**config.mk**
```make
export PLATFORM = sky130hd
export DESIGN_NAME = odf_device_flat
export DESIGN_NICKNAME = d
export VERILOG_FILES = /design/src/logic/odf_pkg.sv /design/src/logic/odf_link_if.sv /design/src/logic/odf_device.sv /design/src/flat_wrapper.sv
export SDC_FILE = /design/constraint.sdc
export NUM_CORES = 1
export LEC_CHECK = 0
export BUFFER_PORTS_ARGS = -buffer_cell sky130_fd_sc_hd__buf_2
export CAP_MARGIN = 20
export CORE_MARGIN = 3
export CORE_UTILIZATION = 35
export CTS_CLUSTER_DIAMETER = 40
export DETAILED_ROUTE_END_ITERATION = 16
export GPL_TIMING_DRIVEN = 1
export SYNTH_ARGS = -nofsm -noshare
export SYNTH_HDL_FRONTEND = slang
export SYNTH_SLANG_ARGS = --single-unit
```
**constraint.sdc**
```tcl
create_clock -name clk_sys -period 28.1 [get_ports clk_sys]
set_input_delay 5.62 -clock clk_sys [delete_from_list [all_inputs] [get_ports clk_sys]]
set_output_delay 5.62 -clock clk_sys [all_outputs]
set_load 0.1 [all_outputs]
```
**src/logic/odf_pkg.sv**
```systemverilog
package odf_pkg;
  localparam int NCH           = 8;
  localparam int WORD_BITS     = 16;
  localparam int CODE_W        = 2;
  localparam logic [1:0] CODE_NONE = 2'h0;
  localparam logic [1:0] CODE_OPEN = 2'h1;
  localparam logic [1:0] CODE_SHORT = 2'h2;
  localparam logic [1:0] CODE_OVC  = 2'h3;
  localparam logic [15:0] FAULT_RESET   = 16'h0000;
  localparam logic [15:0] THERMAL_WORD  = 16'hffff;
  localparam logic [7:0]  KEY_WORD      = 8'ha0;
  localparam logic [3:0]  KEY_NIB       = 4'ha;
  localparam logic [3:0]  MODE_OUTPUT   = 4'hc;
  localparam logic [3:0]  MODE_DIAG     = 4'h3;
  localparam logic [3:0]  MODE_PROTECT  = 4'h2;
  localparam int FIRST_DIRECT   = 5;
  localparam int CLK_MHZ        = 100;
  localparam int FILT_US        = 10;
  localparam int DEL_US         = 5;
  localparam int RES_US         = 100;
  localparam int FILT_CYC       = FILT_US * CLK_MHZ;
  localparam int DEL_CYC        = DEL_US * CLK_MHZ;
  localparam int RES_CYC        = RES_US * CLK_MHZ;
  localparam int CNT_W          = 16;
  localparam int SCK_DIV        = 4;
  localparam logic [5:0] DIV_W  = 6'h04;
endpackage : odf_pkg

```
**src/logic/odf_link_if.sv**
```systemverilog
`timescale 1ns/1ps
interface odf_link_if;
  logic sclk;
  logic csN;
  logic serialIn;
  logic serialOut;
  modport dev  (input sclk, input csN, input serialIn, output serialOut);
  modport host (output sclk, output csN, output serialIn, input serialOut);
endinterface : odf_link_if

```
**src/logic/odf_device.sv**
```systemverilog
`timescale 1ns/1ps
// How it works
// sixteen bit word, channel eight highest
// codes: none, open, short, overcurrent
// all ones means thermal fault
// first variant clears all on valid word
// second variant clears overcurrent on restart-time expiry/input low
// overcurrent overwrites, later faults ignored
// overcurrent only when on and switch-off
// no-latch samples off state at cs fall
// open load between thresholds, channel off
// short below low threshold when low-side, above high threshold when high-side
// latch mode holds filtered faults
// filtered overcurrent trips output, writes code
// restart after restart time
// host off-then-on restarts output
// direct input rising edge restarts channels 6-8
// host filters 6-8 after input fall
// host filters long turn-off transients
// diag mode kept per channel
// diag 1 latch, protect 1 linear
// reset: off, no-latch, switch-off, cleared
// thermal at cs fall loads all ones
// parameter selects overcurrent clear style
module odf_device
  import odf_pkg::*;
#(
  parameter bit OVC_CLEAR_ON_RESTART = 1'b0
)(
  input  wire logic         clk_sys,          // system clock
  input  wire logic         reset,            // async reset
  odf_link_if.dev           link,             // serial link
  input  wire logic [7:0]   belowLow,         // output under ground-side threshold
  input  wire logic [7:0]   aboveHigh,        // output over battery-side threshold
  input  wire logic [7:0]   highSide,         // channel is high-side configured
  input  wire logic [7:0]   overCurrent,      // current above trip level
  input  wire logic [7:0]   thermal,          // thermal shutdown active
  input  wire logic [2:0]   direct_drive_input, // channels 6-8 parallel inputs
  output logic [7:0]        driveOn,          // output switch enables
  output logic [15:0]       channel_fault_status // fault word
);
  ////////////////////////////////////////////////////////////////////////
  logic [2:0] sckS, csS, dinS;
  logic [2:0] dirS1, dirS2, dirPrev;
  always_ff @(posedge clk_sys or posedge reset)
    if (reset)
    begin
      sckS <= '0; csS <= 3'h7; dinS <= '0;
      dirS1 <= '0; dirS2 <= '0; dirPrev <= '0;
    end
    else
    begin
      sckS <= {sckS[1:0], link.sclk};
      csS  <= {csS[1:0], link.csN};
      dinS <= {dinS[1:0], link.serialIn};
      dirS1 <= direct_drive_input;
      dirS2 <= dirS1;
      dirPrev <= dirS2;
    end
  // comparator and thermal levels arrive asynchronously
  logic [7:0] lowS1, lowS2, highS1, highS2, sideS1, sideS2;
  logic [7:0] ocS1, ocS2, hotS1, hotS2;
  always_ff @(posedge clk_sys or posedge reset)
    if (reset)
    begin
      lowS1  <= '0;
      lowS2  <= '0;
      highS1 <= '0;
      highS2 <= '0;
      sideS1 <= '0;
      sideS2 <= '0;
      ocS1   <= '0;
      ocS2   <= '0;
      hotS1  <= '0;
      hotS2  <= '0;
    end
    else
    begin
      lowS1  <= belowLow;
      lowS2  <= lowS1;
      highS1 <= aboveHigh;
      highS2 <= highS1;
      sideS1 <= highSide;
      sideS2 <= sideS1;
      ocS1   <= overCurrent;
      ocS2   <= ocS1;
      hotS1  <= thermal;
      hotS2  <= hotS1;
    end
  wire sckRise = sckS[1] & ~sckS[2];
  wire sckFall = ~sckS[1] & sckS[2];
  wire csFall  = ~csS[1] & csS[2];
  wire csRise  = csS[1] & ~csS[2];
  wire active  = ~csS[1];
  wire [7:0] dirRise = {(dirS2 & ~dirPrev), 5'h00};
  wire [7:0] dirLow  = {~dirS2, 5'h00};
  ////////////////////////////////////////////////////////////////////////
  logic [15:0] rxShift_reg, txShift_reg;
  logic [4:0]  bitCnt_reg;
  logic        sout_reg;
  always_ff @(posedge clk_sys or posedge reset)
    if (reset)
    begin
      rxShift_reg <= '0; bitCnt_reg <= '0;
    end
    else if (csFall)
      bitCnt_reg <= '0;
    else if (active && sckRise)
    begin
      rxShift_reg <= {rxShift_reg[14:0], dinS[1]};
      if (bitCnt_reg != 5'h10)
        bitCnt_reg <= bitCnt_reg + 5'h01;
    end
  wire validEnd = csRise && (bitCnt_reg == 5'h10);
  wire [3:0] wKey = rxShift_reg[15:12];
  wire [3:0] wMode = rxShift_reg[11:8];
  wire [7:0] wData = rxShift_reg[7:0];
  ////////////////////////////////////////////////////////////////////////
  logic [7:0] cmdOn_reg, latchMode_reg, linear_reg, prevOn_reg;
  logic [7:0] hostRestart;
  always_comb
  begin
    hostRestart = '0;
    if (validEnd && wKey == KEY_NIB && wMode == MODE_OUTPUT)
      hostRestart = wData & ~prevOn_reg;
  end
  always_ff @(posedge clk_sys or posedge reset)
    if (reset)
    begin
      cmdOn_reg <= '0; latchMode_reg <= '0; linear_reg <= '0; prevOn_reg <= '0;
    end
    else if (validEnd && wKey == KEY_NIB)
    begin
      case (wMode)
        MODE_OUTPUT:
        begin
          cmdOn_reg <= wData;
          prevOn_reg <= wData;
        end
        MODE_DIAG:    latchMode_reg <= wData;
        MODE_PROTECT: linear_reg <= wData;
        default:      ;
      endcase
    end
  ////////////////////////////////////////////////////////////////////////
  logic [15:0] fault_reg;
  logic [7:0]  tripped_reg;
  logic [CNT_W-1:0] filtCnt [NCH];
  logic [CNT_W-1:0] ovcCnt  [NCH];
  logic [CNT_W-1:0] resCnt  [NCH];
  logic [7:0] openNow, shortNow, openQual, shortQual, ovcTrip, resDone, restart;
  genvar i;
  generate
    for (i = 0; i < NCH; i++)
    begin : g_ch
      wire off = ~cmdOn_reg[i] | tripped_reg[i];
      assign openNow[i]  = off & ~lowS2[i] & ~highS2[i];
      assign shortNow[i] = off & (sideS2[i] ? highS2[i] : lowS2[i]);
      assign ovcTrip[i]  = (ovcCnt[i] == CNT_W'(DEL_CYC));
      assign resDone[i]  = tripped_reg[i] && (resCnt[i] == CNT_W'(RES_CYC));
      assign openQual[i]  = openNow[i] && (filtCnt[i] == CNT_W'(FILT_CYC));
      assign shortQual[i] = shortNow[i] && (filtCnt[i] == CNT_W'(FILT_CYC));
      assign restart[i]  = resDone[i] | hostRestart[i] | dirRise[i];
      always_ff @(posedge clk_sys or posedge reset)
        if (reset)
        begin
          filtCnt[i] <= '0; ovcCnt[i] <= '0; resCnt[i] <= '0; tripped_reg[i] <= 1'b0;
        end
        else
        begin
          if (!(openNow[i] || shortNow[i]))
            filtCnt[i] <= '0;
          else if (filtCnt[i] != CNT_W'(FILT_CYC))
            filtCnt[i] <= filtCnt[i] + CNT_W'(1);
          if (!(cmdOn_reg[i] && !tripped_reg[i] && !linear_reg[i] && ocS2[i]))
            ovcCnt[i] <= '0;
          else if (!ovcTrip[i])
            ovcCnt[i] <= ovcCnt[i] + CNT_W'(1);
          // a trip beats a restart in the same cycle
          if (ovcTrip[i] && cmdOn_reg[i] && !tripped_reg[i])
            tripped_reg[i] <= 1'b1;
          else if (restart[i] || !cmdOn_reg[i])
            tripped_reg[i] <= 1'b0;
          if (!tripped_reg[i])
            resCnt[i] <= '0;
          else if (!resDone[i])
            resCnt[i] <= resCnt[i] + CNT_W'(1);
        end
      assign driveOn[i] = cmdOn_reg[i] & ~tripped_reg[i];
    end
  endgenerate
  ////////////////////////////////////////////////////////////////////////
  logic [15:0] fnext;
  always_comb
  begin
    fnext = fault_reg;
    if (validEnd)
    begin
      for (int c = 0; c < NCH; c++)
        if (!OVC_CLEAR_ON_RESTART || fnext[2*c +: 2] != CODE_OVC || fault_reg == THERMAL_WORD)
          fnext[2*c +: 2] = CODE_NONE;
    end
    for (int c = 0; c < NCH; c++)
    begin
      if (OVC_CLEAR_ON_RESTART && fnext[2*c +: 2] == CODE_OVC && fault_reg != THERMAL_WORD
          && (resDone[c] || dirLow[c]))
        fnext[2*c +: 2] = CODE_NONE;
      if (ovcTrip[c] && cmdOn_reg[c] && !tripped_reg[c])
        fnext[2*c +: 2] = CODE_OVC;
      else if (fnext[2*c +: 2] != CODE_OVC && latchMode_reg[c])
      begin
        if (shortQual[c])
          fnext[2*c +: 2] = CODE_SHORT;
        else if (openQual[c] && fnext[2*c +: 2] == CODE_NONE)
          fnext[2*c +: 2] = CODE_OPEN;
      end
      else if (csFall && fnext[2*c +: 2] != CODE_OVC && !latchMode_reg[c])
        fnext[2*c +: 2] = shortNow[c] ? CODE_SHORT : (openNow[c] ? CODE_OPEN : CODE_NONE);
    end
    if (csFall && |hotS2)
      fnext = THERMAL_WORD;
  end
  always_ff @(posedge clk_sys or posedge reset)
    if (reset)
      fault_reg <= FAULT_RESET;
    else
      fault_reg <= fnext;
  assign channel_fault_status = fault_reg;
  ////////////////////////////////////////////////////////////////////////
  always_ff @(posedge clk_sys or posedge reset)
    if (reset)
    begin
      txShift_reg <= '0; sout_reg <= 1'b0;
    end
    else if (csFall)
    begin
      txShift_reg <= {fnext[14:0], 1'b0};
      sout_reg <= fnext[15];
    end
    else if (active && sckFall)
    begin
      sout_reg <= txShift_reg[15];
      txShift_reg <= {txShift_reg[14:0], rxShift_reg[15]};
    end
  assign link.serialOut = sout_reg;
endmodule : odf_device

```
**src/flat_wrapper.sv**
```systemverilog
// flat-port wrapper written by rule: the top's interface ports become plain ports
module odf_device_flat import odf_pkg::*;
#(
  parameter bit OVC_CLEAR_ON_RESTART = 1'b0         
)
  (clk_sys, reset, belowLow, aboveHigh, highSide, overCurrent, thermal, direct_drive_input, driveOn, channel_fault_status, link_sclk, link_csN, link_serialIn, link_serialOut);
  odf_link_if link_i ();
  input  wire logic clk_sys;
  input  wire logic reset;
  input  wire logic [7:0] belowLow;
  input  wire logic [7:0] aboveHigh;
  input  wire logic [7:0] highSide;
  input  wire logic [7:0] overCurrent;
  input  wire logic [7:0] thermal;
  input  wire logic [2:0] direct_drive_input;
  output logic [7:0] driveOn;
  output logic [15:0] channel_fault_status;
  input wire logic [$bits(link_i.sclk)-1:0] link_sclk;
  input wire logic [$bits(link_i.csN)-1:0] link_csN;
  input wire logic [$bits(link_i.serialIn)-1:0] link_serialIn;
  output wire logic [$bits(link_i.serialOut)-1:0] link_serialOut;
  assign link_i.sclk = link_sclk;
  assign link_i.csN = link_csN;
  assign link_i.serialIn = link_serialIn;
  assign link_serialOut = link_i.serialOut;
  odf_device #(.OVC_CLEAR_ON_RESTART(OVC_CLEAR_ON_RESTART)) u_core (.clk_sys(clk_sys), .reset(reset), .link(link_i), .belowLow(belowLow), .aboveHigh(aboveHigh), .highSide(highSide), .overCurrent(overCurrent), .thermal(thermal), .direct_drive_input(direct_drive_input), .driveOn(driveOn), .channel_fault_status(channel_fault_status));
endmodule
```
Yosys cells after proc, flatten, opt, wreduce, memory -nomap -nowiden:

Index checks and enable logic that the tools add are counted.

* output and inout bits: 25
* flip-flop bits (word level): 567
* input bits: 48
* word-level logic and storage cells: 560

* multiplexer cells: 138
* reductions and logical operators: 175
* add/subtract/negate cells: 25
* eq/ne operators: 70
* bitwise logic cells: 96

Operators by type and width (number)
* 16-bit 2-to-1 mux: 52
* 16-bit by 1-bit adder with 16-bit output, second input constant: 24
* 16-bit by 10-bit == test with 1-bit output, second input constant: 8
* 16-bit by 14-bit == test with 1-bit output, second input constant: 8
* 16-bit by 9-bit == test with 1-bit output, second input constant: 8
* 16-bit by 10-bit inequality test with 1-bit output, second input constant: 8
* 1-bit logical AND: 102
* 2-bit 2-to-1 mux: 48
* 2-bit inequality test, second input constant: 32
* 1-bit NOT: 37
* 1-bit AND: 36
* 1-bit 2-to-1 mux: 34
* 1-bit logical NOT: 32
* 2-bit nonzero test: 11
* 1-bit OR: 19
* 2-bit logical NOT: 8
* 1-bit logical OR: 16
* 5-bit 2-to-1 mux: 3
* 2-bit AND reduction: 5
* 8-bit AND: 1
* 4-bit by 2-bit == test with 1-bit output, second input constant: 2
* 4-bit == test, second input constant: 2
* 8-bit 2-to-1 mux: 1
* 8-bit NOT: 1
* other kinds (6): 6

Depth between registers and ports, before layout:

Gate-level depths: netlist of run 1.

* word-level depth: 12
* mapped depth: 9
* mapped depth without buffers: 7

Worst setup path before layout of run 1:

OpenSTA, ideal clock, no wires.

* path kind: register to output
* from: reg u_core.tripped_reg[1]
* to: out driveOn[1]
* path slack: 20940 ps
* buffers on the path: 2
* data required time: 22480 ps
* arrival time: 1540 ps
* cell stages (with the launch flop): 4
* cells stage by stage: dfrtp_1 > clkbuf_1 > nor2b_1 > clkbuf_1

* longest elaborated chain between the ends: 2

RTL lines
* start, declared: RTL line odf_device.sv:147 `logic [7:0] tripped_reg;`
* start signal, assigned by index: RTL line odf_device.sv:167 `filtCnt[i] <= '0; ovcCnt[i] <= '0; resCnt[i] <= '0; tripped_reg[i] <= 1'b0;`
* start signal, assigned by index: RTL line odf_device.sv:181 `tripped_reg[i] <= 1'b1;`
* start signal, assigned by index: RTL line odf_device.sv:183 `tripped_reg[i] <= 1'b0;`
* 1-bit NOT: RTL line odf_device.sv:189 `assign driveOn[i] = cmdOn_reg[i] & ~tripped_reg[i];`
* 1-bit AND: RTL line odf_device.sv:189
* end, declared: RTL line flat_wrapper.sv:16 `output logic [7:0] driveOn;`

No other way between the ends.

Final worst setup path of run 1:

* from: reg u_core.tripped_reg[7]
* to: out driveOn[7]

Same word-level chain as after synthesis.

==> results by group, run 1 <==
GRT
  • First-pass GRT wire length: 96600 um
  • Total grt overflow: 0
  • Initial antenna violation count: 2
  • Largest net degree at the start of global routing: 155
  • Tot GR Track Use: 14.8%
  • Vias in the first global route: 19.0k

Clock tree
  • Htree depth: 3
  • TritonCTS clock tree: done
  • Num Clock Sinks: 567
  • Setup Buffers After CTS: 0
  • Clock latency on the worst-skew pair: 0.64 ns
  • Cts-stage hold buffer count: 0
  • Maximum clock path buffer count: 3
  • Root Buffer Master: clkbuf_16
  • Worst-path clk slew: 0.05 ns
  • Total CTS buffers: 99
  • Cells resized by post-CTS repair: 0

Power and ir drop
  • Design Power: 2.23 mW
  • NetSw: 553 uW
  • Logic pwr share: 5.3%
  • Cell area power density: 70.7 nW/um2
  • Lkg Pwr: 13.2 nW
  • Switching portion of total power: 24.8%
  • Clk pwr share: 55.4%
  • P_int: 1.68 mW
  • Maximum VDD drop: 0.0545 mV
  • Seq pwr share: 39.3%

Setup path
  • Startpoint types: flip-flop
  • CP Capture Type: primary output
  • WS Path Type: flip-flop to primary output
  • RR Endpoint: u_core.linear_reg[1]
  • Highest cell delay on the worst timing path: 0.61 ns
  • R2R depth: 7
  • R2R Setup Slk: 24.27 ns
  • Worst endpoint data arrival time: 2.37 ns
  • Crit-path max FO: 19
  • CP max-delay cell: nor2b_1
  • Crit-path cells: nor2b_1 -> buf_2
  • RR Startpoint: u_core.bitCnt_reg[0]
  • WP data required: 22.48 ns
  • Crit path launch: u_core.tripped_reg[7]

Route
  • Vias post-DR: 19.1k
  • Routed length per instance: 15.5 um
  • First-pass DRT Iterations: 5
  • DRT antenna net count: 0
  • Vias per inst: 5.12
  • Detailed Route Iter0 Violations: 1240
  • Final wirelength: 58200 um
  • DRC errors left: 0

Yosys
  • Largest family of logic cells by synthesized area: simple AND/OR/NAND/NOR gates
  • FFs w/ async S/R, synth: 100%
  • Xor/xnor cell area share of the yosys netlist: 9.49%
  • Adder-Cell Fraction of Synth Area: 2.36%
  • Post-synthesis mux area share: 2.53%
  • Syn Nets: 2656
  • Most used DFF post-synth: dfrtp_1
  • Netlist Area Pre-Place: 26500 um2
  • Yosys Warn Count: 0
  • Avg Inst Size Synth: 10.4 um2
  • Syn Inst Count: 2558
  • Synth Area in Simple Gates: 23.6%
  • FF+latch count, synth: 567
  • EDFF count, synth: 0
  • Sequential fraction of the synthesis area: 53.6%
  • Post-synthesis compound-gate area fraction: 6.32%
  • Synth cell types: 68

Timing
  • Tmin final: 7.99 ns
  • Setup TNS: 0 ns
  • Worst Tran Pin Value: 1.06 ns
  • Fin Hold WS: 0.340 ns
  • Skew final: 0.0257 ns
  • Slew Limit Fails: 0
  • Final Setup Violations: 0
  • Relative slew slack: 29.2%
  • Fin. Hold Viols: 0
  • Final period util: 28.4%
  • Fmax: 125 MHz
  • RSZ-0062 raised after global routing: no

Floorplan
  • I/O pin total: 73
  • Die height: 281 um
  • Die Span X: 281 um
  • Die area: 79000 um2
  • Initial Util: 35.5%
  • Core ar.: 74700 um2
  • Row count: 100

Final layout
  • Fin cells: 3741
  • Final instance area: 31500 um2
  • Inserted Diodes: 0
  • Leading cell type in the layout, fill and taps excluded: dfrtp_1
  • Commonest non-fill, non-tap cells in the layout: dfrtp_1 (564), nor2_1 (308), nand2_1 (171)
  • Final #Nets: 2786
  • Area growth from synthesis to layout: 19.0%
  • Largest registers: u_core.filtCnt: 128 flops, u_core.ovcCnt: 128 flops, u_core.resCnt: 128 flops
  • Layout cells sized above 1: 12.2%

Min path
  • Tightest Hold Check Type: flip-flop to flip-flop
  • Hold EP: u_core.dinS[1]
  • Worst Min Path Start: u_core.dinS[0]
  • Hold path depth: 0

Placed design
  • Dpl cells: 3553
  • Dpl cell area: 28000 um2
  • GPL Wtd Cong: 0.828
  • Dpl hpwl: 39100 um
  • Number of input and output port buffers inserted: 72

Status
  • Status: completed

Run
  • MaxCap Viol Count: 0
## synthesized netlist by cell type, types with 3 or more instances
cell type  number  share of area, %
nor3b_1        11              0.31
nand3_1       117               2.2
or2_2           6              0.14
nand2_1       171               2.4
ha_1           50               2.4
o22ai_1         7              0.17
nor4_1         23              0.54
nand2b_1       20              0.47
or3_1          78               1.8
nor3_1         43              0.81
and3_1         53               1.3
o21a_1          4              0.11
a21oi_1        81               1.5
mux2_2         47               2.0
or3b_2          4              0.13
and4_1         22              0.73
or4b_1          6              0.23
nor4bb_1       13              0.49
buf_2           5             0.094
and4b_1         7              0.26
dfstp_2         3              0.30
o2bb2ai_1       3             0.099
clkbuf_1       53              0.75
a2bb2oi_1       4              0.13
xor2_1        134               4.4
mux2i_1        14              0.53
a211oi_1       16              0.45
o211ai_1        6              0.17
a31oi_1        14              0.33
o21ai_0        79               1.5
nand3b_1       21              0.60
nand4b_1        5              0.17
a22oi_1         4              0.11
nand4_1        89               2.1
a21boi_0       34              0.96
and2_1         97               2.3
nor2_1        308               4.4
xnor2_1       153               5.1
nor2b_1        37              0.87
nor4b_1        26              0.86
inv_1          87               1.2
or4_1           6              0.17
dfrtp_1       564                53
## routing by layer
layer / vias up / global-route usage (%) / routed length [um]
li1: 9164 / - / -
met1: 9447 / 20.2 / 26600
met2: 428 / 23.1 / 26500
met3: 110 / 3.85 / 3630
met4: 0 / 4.81 / 1430
met5: - / 0 / 0
## power by group through the flow
stage,Combinational (mW),Sequential [mW],Clock [mW]
after floorplan,0.0693,0.898,0
after global placement,0.116,0.887,0
after detailed placement,0.119,0.889,0
after CTS,0.120,0.875,1.27
after global routing,0.133,0.879,1.31
final,0.119,0.876,1.23
## stage by stage
| stage | utilization [%] | worst slack [ns] |
|---|---|---|
| 2_1_floorplan | - | 6.63 |
| 3_3_place_gp | 37.4 | 19.90 |
| 3_5_place_dp | 37.4 | 19.82 |
| 4_1_cts | 42.1 | 20.09 |
| 5_1_grt | 42.2 | 19.97 |
| 6_report | 42.2 | 20.11 |
## how the worst max path moves through the flow
stage                     depth (start not counted)                    to  slack, ns
after CTS                                         2            driveOn[7]      20.09
final                                             2            driveOn[7]      20.11
after global routing                              2            driveOn[7]      19.97
after detailed placement                          4     u_core.ovcCnt[96]      19.82
after floorplan                                   1  u_core.bitCnt_reg[0]       6.63
after global placement                            4     u_core.ovcCnt[96]      19.90
## critical path, delay by kind of cell, from the launching register on
| family | cells | cell delay (ns) |
|---|---|---|
| flip-flops | 1 | 0.55 |
| buffers and inverters | 1 | 0.56 |
| AND/OR/NAND/NOR | 1 | 0.61 |
## final cells by class
| class | count | area, um2 |
|---|---|---|
| multi-input combinational | 1844 | 11800 |
| fill | 6956 | 43200 |
| inverter | 87 | 334 |
| sequential | 567 | 14200 |
| clock inverter | 67 | 836 |
| timing repair buffer | 89 | 541 |
| tap | 969 | 1210 |
| clock buffer | 118 | 2660 |
## logic make-up after synthesis
logic type,count (synthesis)
adders and majority gates,50
AOI/OAI and AO/OA,274
buffers and inverters,147
and+or+nand+nor,1172
muxes,61
xor gates and xnor gates,287
DFF,567
No activity file was read; power rests on OpenSTA's default activity.
==> run 2, diff against run 1 <==
- clock period: 28.1 -> 7.7 ns (I/O delays scaled with it)
==> results by group, run 2 (synthesis gave the netlist of run 1 again) <==
Floorplan
  • Die height: 281 um (unchanged)
  • I/O pin total: 73 (unchanged)
  • Die Span X: 281 um (unchanged)
  • Row count: 100 (unchanged)
  • Core ar.: 74700 um2 (unchanged)
  • Initial Util: 35.5% (unchanged)
  • Die area: 79000 um2 (unchanged)

Placed design
  • Worst slack, placed: 4.08 ns (-15.73 ns)
  • Number of input and output port buffers inserted: 72 (unchanged)
  • GPL Wtd Cong: 0.803 (-2.9%)
  • Dpl hpwl: 37800 um (-3.1%)
  • Dpl cells: 3551 (-0.056%)
  • Dpl cell area: 28000 um2 (about the same)

Setup path
  • Startpoint types: flip-flop
  • Worst path depth: 3 (+1)
  • Crit-path cells: nand2b_1 -> inv_1 -> buf_2
  • Delay-heaviest family, CP: buffers and inverters
  • Worst Path Buf+Inv: 2 (+1)
  • WS Path Type: flip-flop to primary output
  • CP max-delay cell: dfrtp_1
  • Crit path launch: u_core.tripped_reg[5]
  • Worst endpoint data arrival time: 2.22 ns (-0.15 ns)
  • RR Startpoint: u_core.bitCnt_reg[0]
  • Crit-path max FO: 19 (unchanged)
  • R2R depth: 7 (unchanged)
  • WP data required: 6.16 ns (-16.32 ns)
  • CP Capture Type: primary output
  • Highest cell delay on the worst timing path: 0.59 ns (-0.02 ns)

Route
  • DRT antenna net count: 0 (unchanged)
  • Vias per inst: 5.06 (-1.2%)
  • Detailed Route Iter0 Violations: 1091 (-12%)
  • Vias post-DR: 18.9k (-1.5%)
  • First-pass DRT Iterations: 5 (unchanged)
  • Final wirelength: 56700 um (-2.5%)
  • DRC errors left: 0 (unchanged)
  • Routed length per instance: 15.2 um (-2.2%)

Min path
  • Hold path depth: 0 (unchanged)
  • Tightest Hold Check Type: flip-flop to flip-flop
  • Worst Min Path Start: u_core.hotS1[2]

GRT
  • Vias in the first global route: 19.2k (+1.4%)
  • Total grt overflow: 0 (unchanged)
  • GRT Max-Usage Layer: met2
  • Global-route track usage on met3: 3.70% (-0.15 points)
  • Initial antenna violation count: 0 (-2)
  • Tot GR Track Use: 14.7% (-0.17 points)
  • Met1 Resource Use GR: 19.8% (-0.41 points)
  • Largest net degree at the start of global routing: 166 (+7.1%)
  • Grt met2 use: 22.9% (-0.20 points)
  • First-pass GRT wire length: 96300 um (-0.29%)

Timing
  • Fin. Hold Viols: 0 (unchanged)
  • Relative slew slack: 33.8% (+4.7 points)
  • RSZ-0062 raised after global routing: no
  • Worst Tran Pin Value: 0.990 ns (-0.0725 ns)
  • Final period util: 48.8%
  • Tmin final: 3.76 ns
  • Slew Limit Fails: 0 (unchanged)
  • Setup TNS: 0 ns (unchanged)
  • Skew final: 0.0308 ns (+0.00509 ns)
  • Fin Hold WS: 0.347 ns (+0.00662 ns)
  • Fmax: 266 MHz
  • Setup ws final: 3.94 ns (-16.17 ns)
  • Final Setup Violations: 0 (unchanged)

Final layout
  • Finished Core Util: 42.0% (-0.18 points)
  • Fin cells: 3732 (-0.24%)
  • Commonest non-fill, non-tap cells in the layout: dfrtp_1 (564), nor2_1 (308), nand2_1 (171)
  • Leading cell type in the layout, fill and taps excluded: dfrtp_1
  • Multi-input logic area: 11800 um2 (about the same)
  • Final instance area: 31400 um2 (-0.42%)
  • Fill count: 6995 (+0.56%)
  • Layout cells sized above 1: 11.9% (-0.32 points)
  • Register area: 14200 um2 (unchanged)
  • Final #Nets: 2778 (-0.29%)
  • Largest registers: u_core.filtCnt: 128 flops, u_core.ovcCnt: 128 flops, u_core.resCnt: 128 flops
  • Area growth from synthesis to layout: 18.5%

Clock tree
  • Htree depth: 3 (unchanged)
  • Cts-stage hold buffer count: 0 (unchanged)
  • Total CTS buffers: 95 (-4.0%)
  • Maximum clock path buffer count: 3 (unchanged)
  • Worst-path clk slew: 0.06 ns (about the same)
  • Clock latency on the worst-skew pair: 0.64 ns (about the same)
  • Setup Buffers After CTS: 0 (unchanged)
  • Num Clock Sinks: 567 (unchanged)
  • TritonCTS clock tree: done
  • Cells resized by post-CTS repair: 0 (unchanged)
  • Root Buffer Master: clkbuf_16

Power and ir drop
  • Cell area power density: 257 nW/um2 (+260%)
  • Design Power: 8.07 mW (+260%)
  • Maximum VDD drop: 0.186 mV (+240%)
  • Lkg Pwr: 13.1 nW (-0.72%)

Run
  • MaxCap Viol Count: 0 (unchanged)

Status
  • Status: completed
run 2: cell types whose count changed in the layout (fill, tap and decap cells not counted), sizes merged:
cell	previous run	this run
clkinv	23	19
diode	0	1
bufinv	11	14
buf	89	85
clkinvlp	8	15
clkbuf	118	106
run 2: worst paths after layout:
path | slack [ns] | end
worst max register to register | 4.70 | u_core.cmdOn_reg[5]
worst max-delay path | 3.94 | driveOn[5]
worst min register to register | 0.35 | u_core.hotS2[2]
max in group asynchronous | 4.84 | u_core.filtCnt[6]
worst min-delay path | 0.35 | u_core.hotS2[2]
min in group asynchronous | 1.00 | u_core.filtCnt[95]
run 2: area by class of cell:
class,count,share of cell area [%]
sequential,567,45.2
multi-input combinational,1844,37.4
clock buffer,106,7.87
tap,969,3.86
clock inverter,73,3.00
timing repair buffer,85,1.58
inverter,87,1.05
antenna,1,0.00797
run 2: power breakdown:
group,total (mW),internal [mW],switching (mW)
Combinational,0.430,0.139,0.291
Sequential,3.18,3.09,0.0996
Clock,4.46,2.85,1.61
run 2: per-layer routing:
| metal | wire length, um | part of all wire [%] |
|---|---|---|
| met5 | 0 | 0 |
| met4 | 1770 | 3.1 |
| met3 | 2950 | 5.2 |
| met2 | 25300 | 45 |
| met1 | 26700 | 47 |
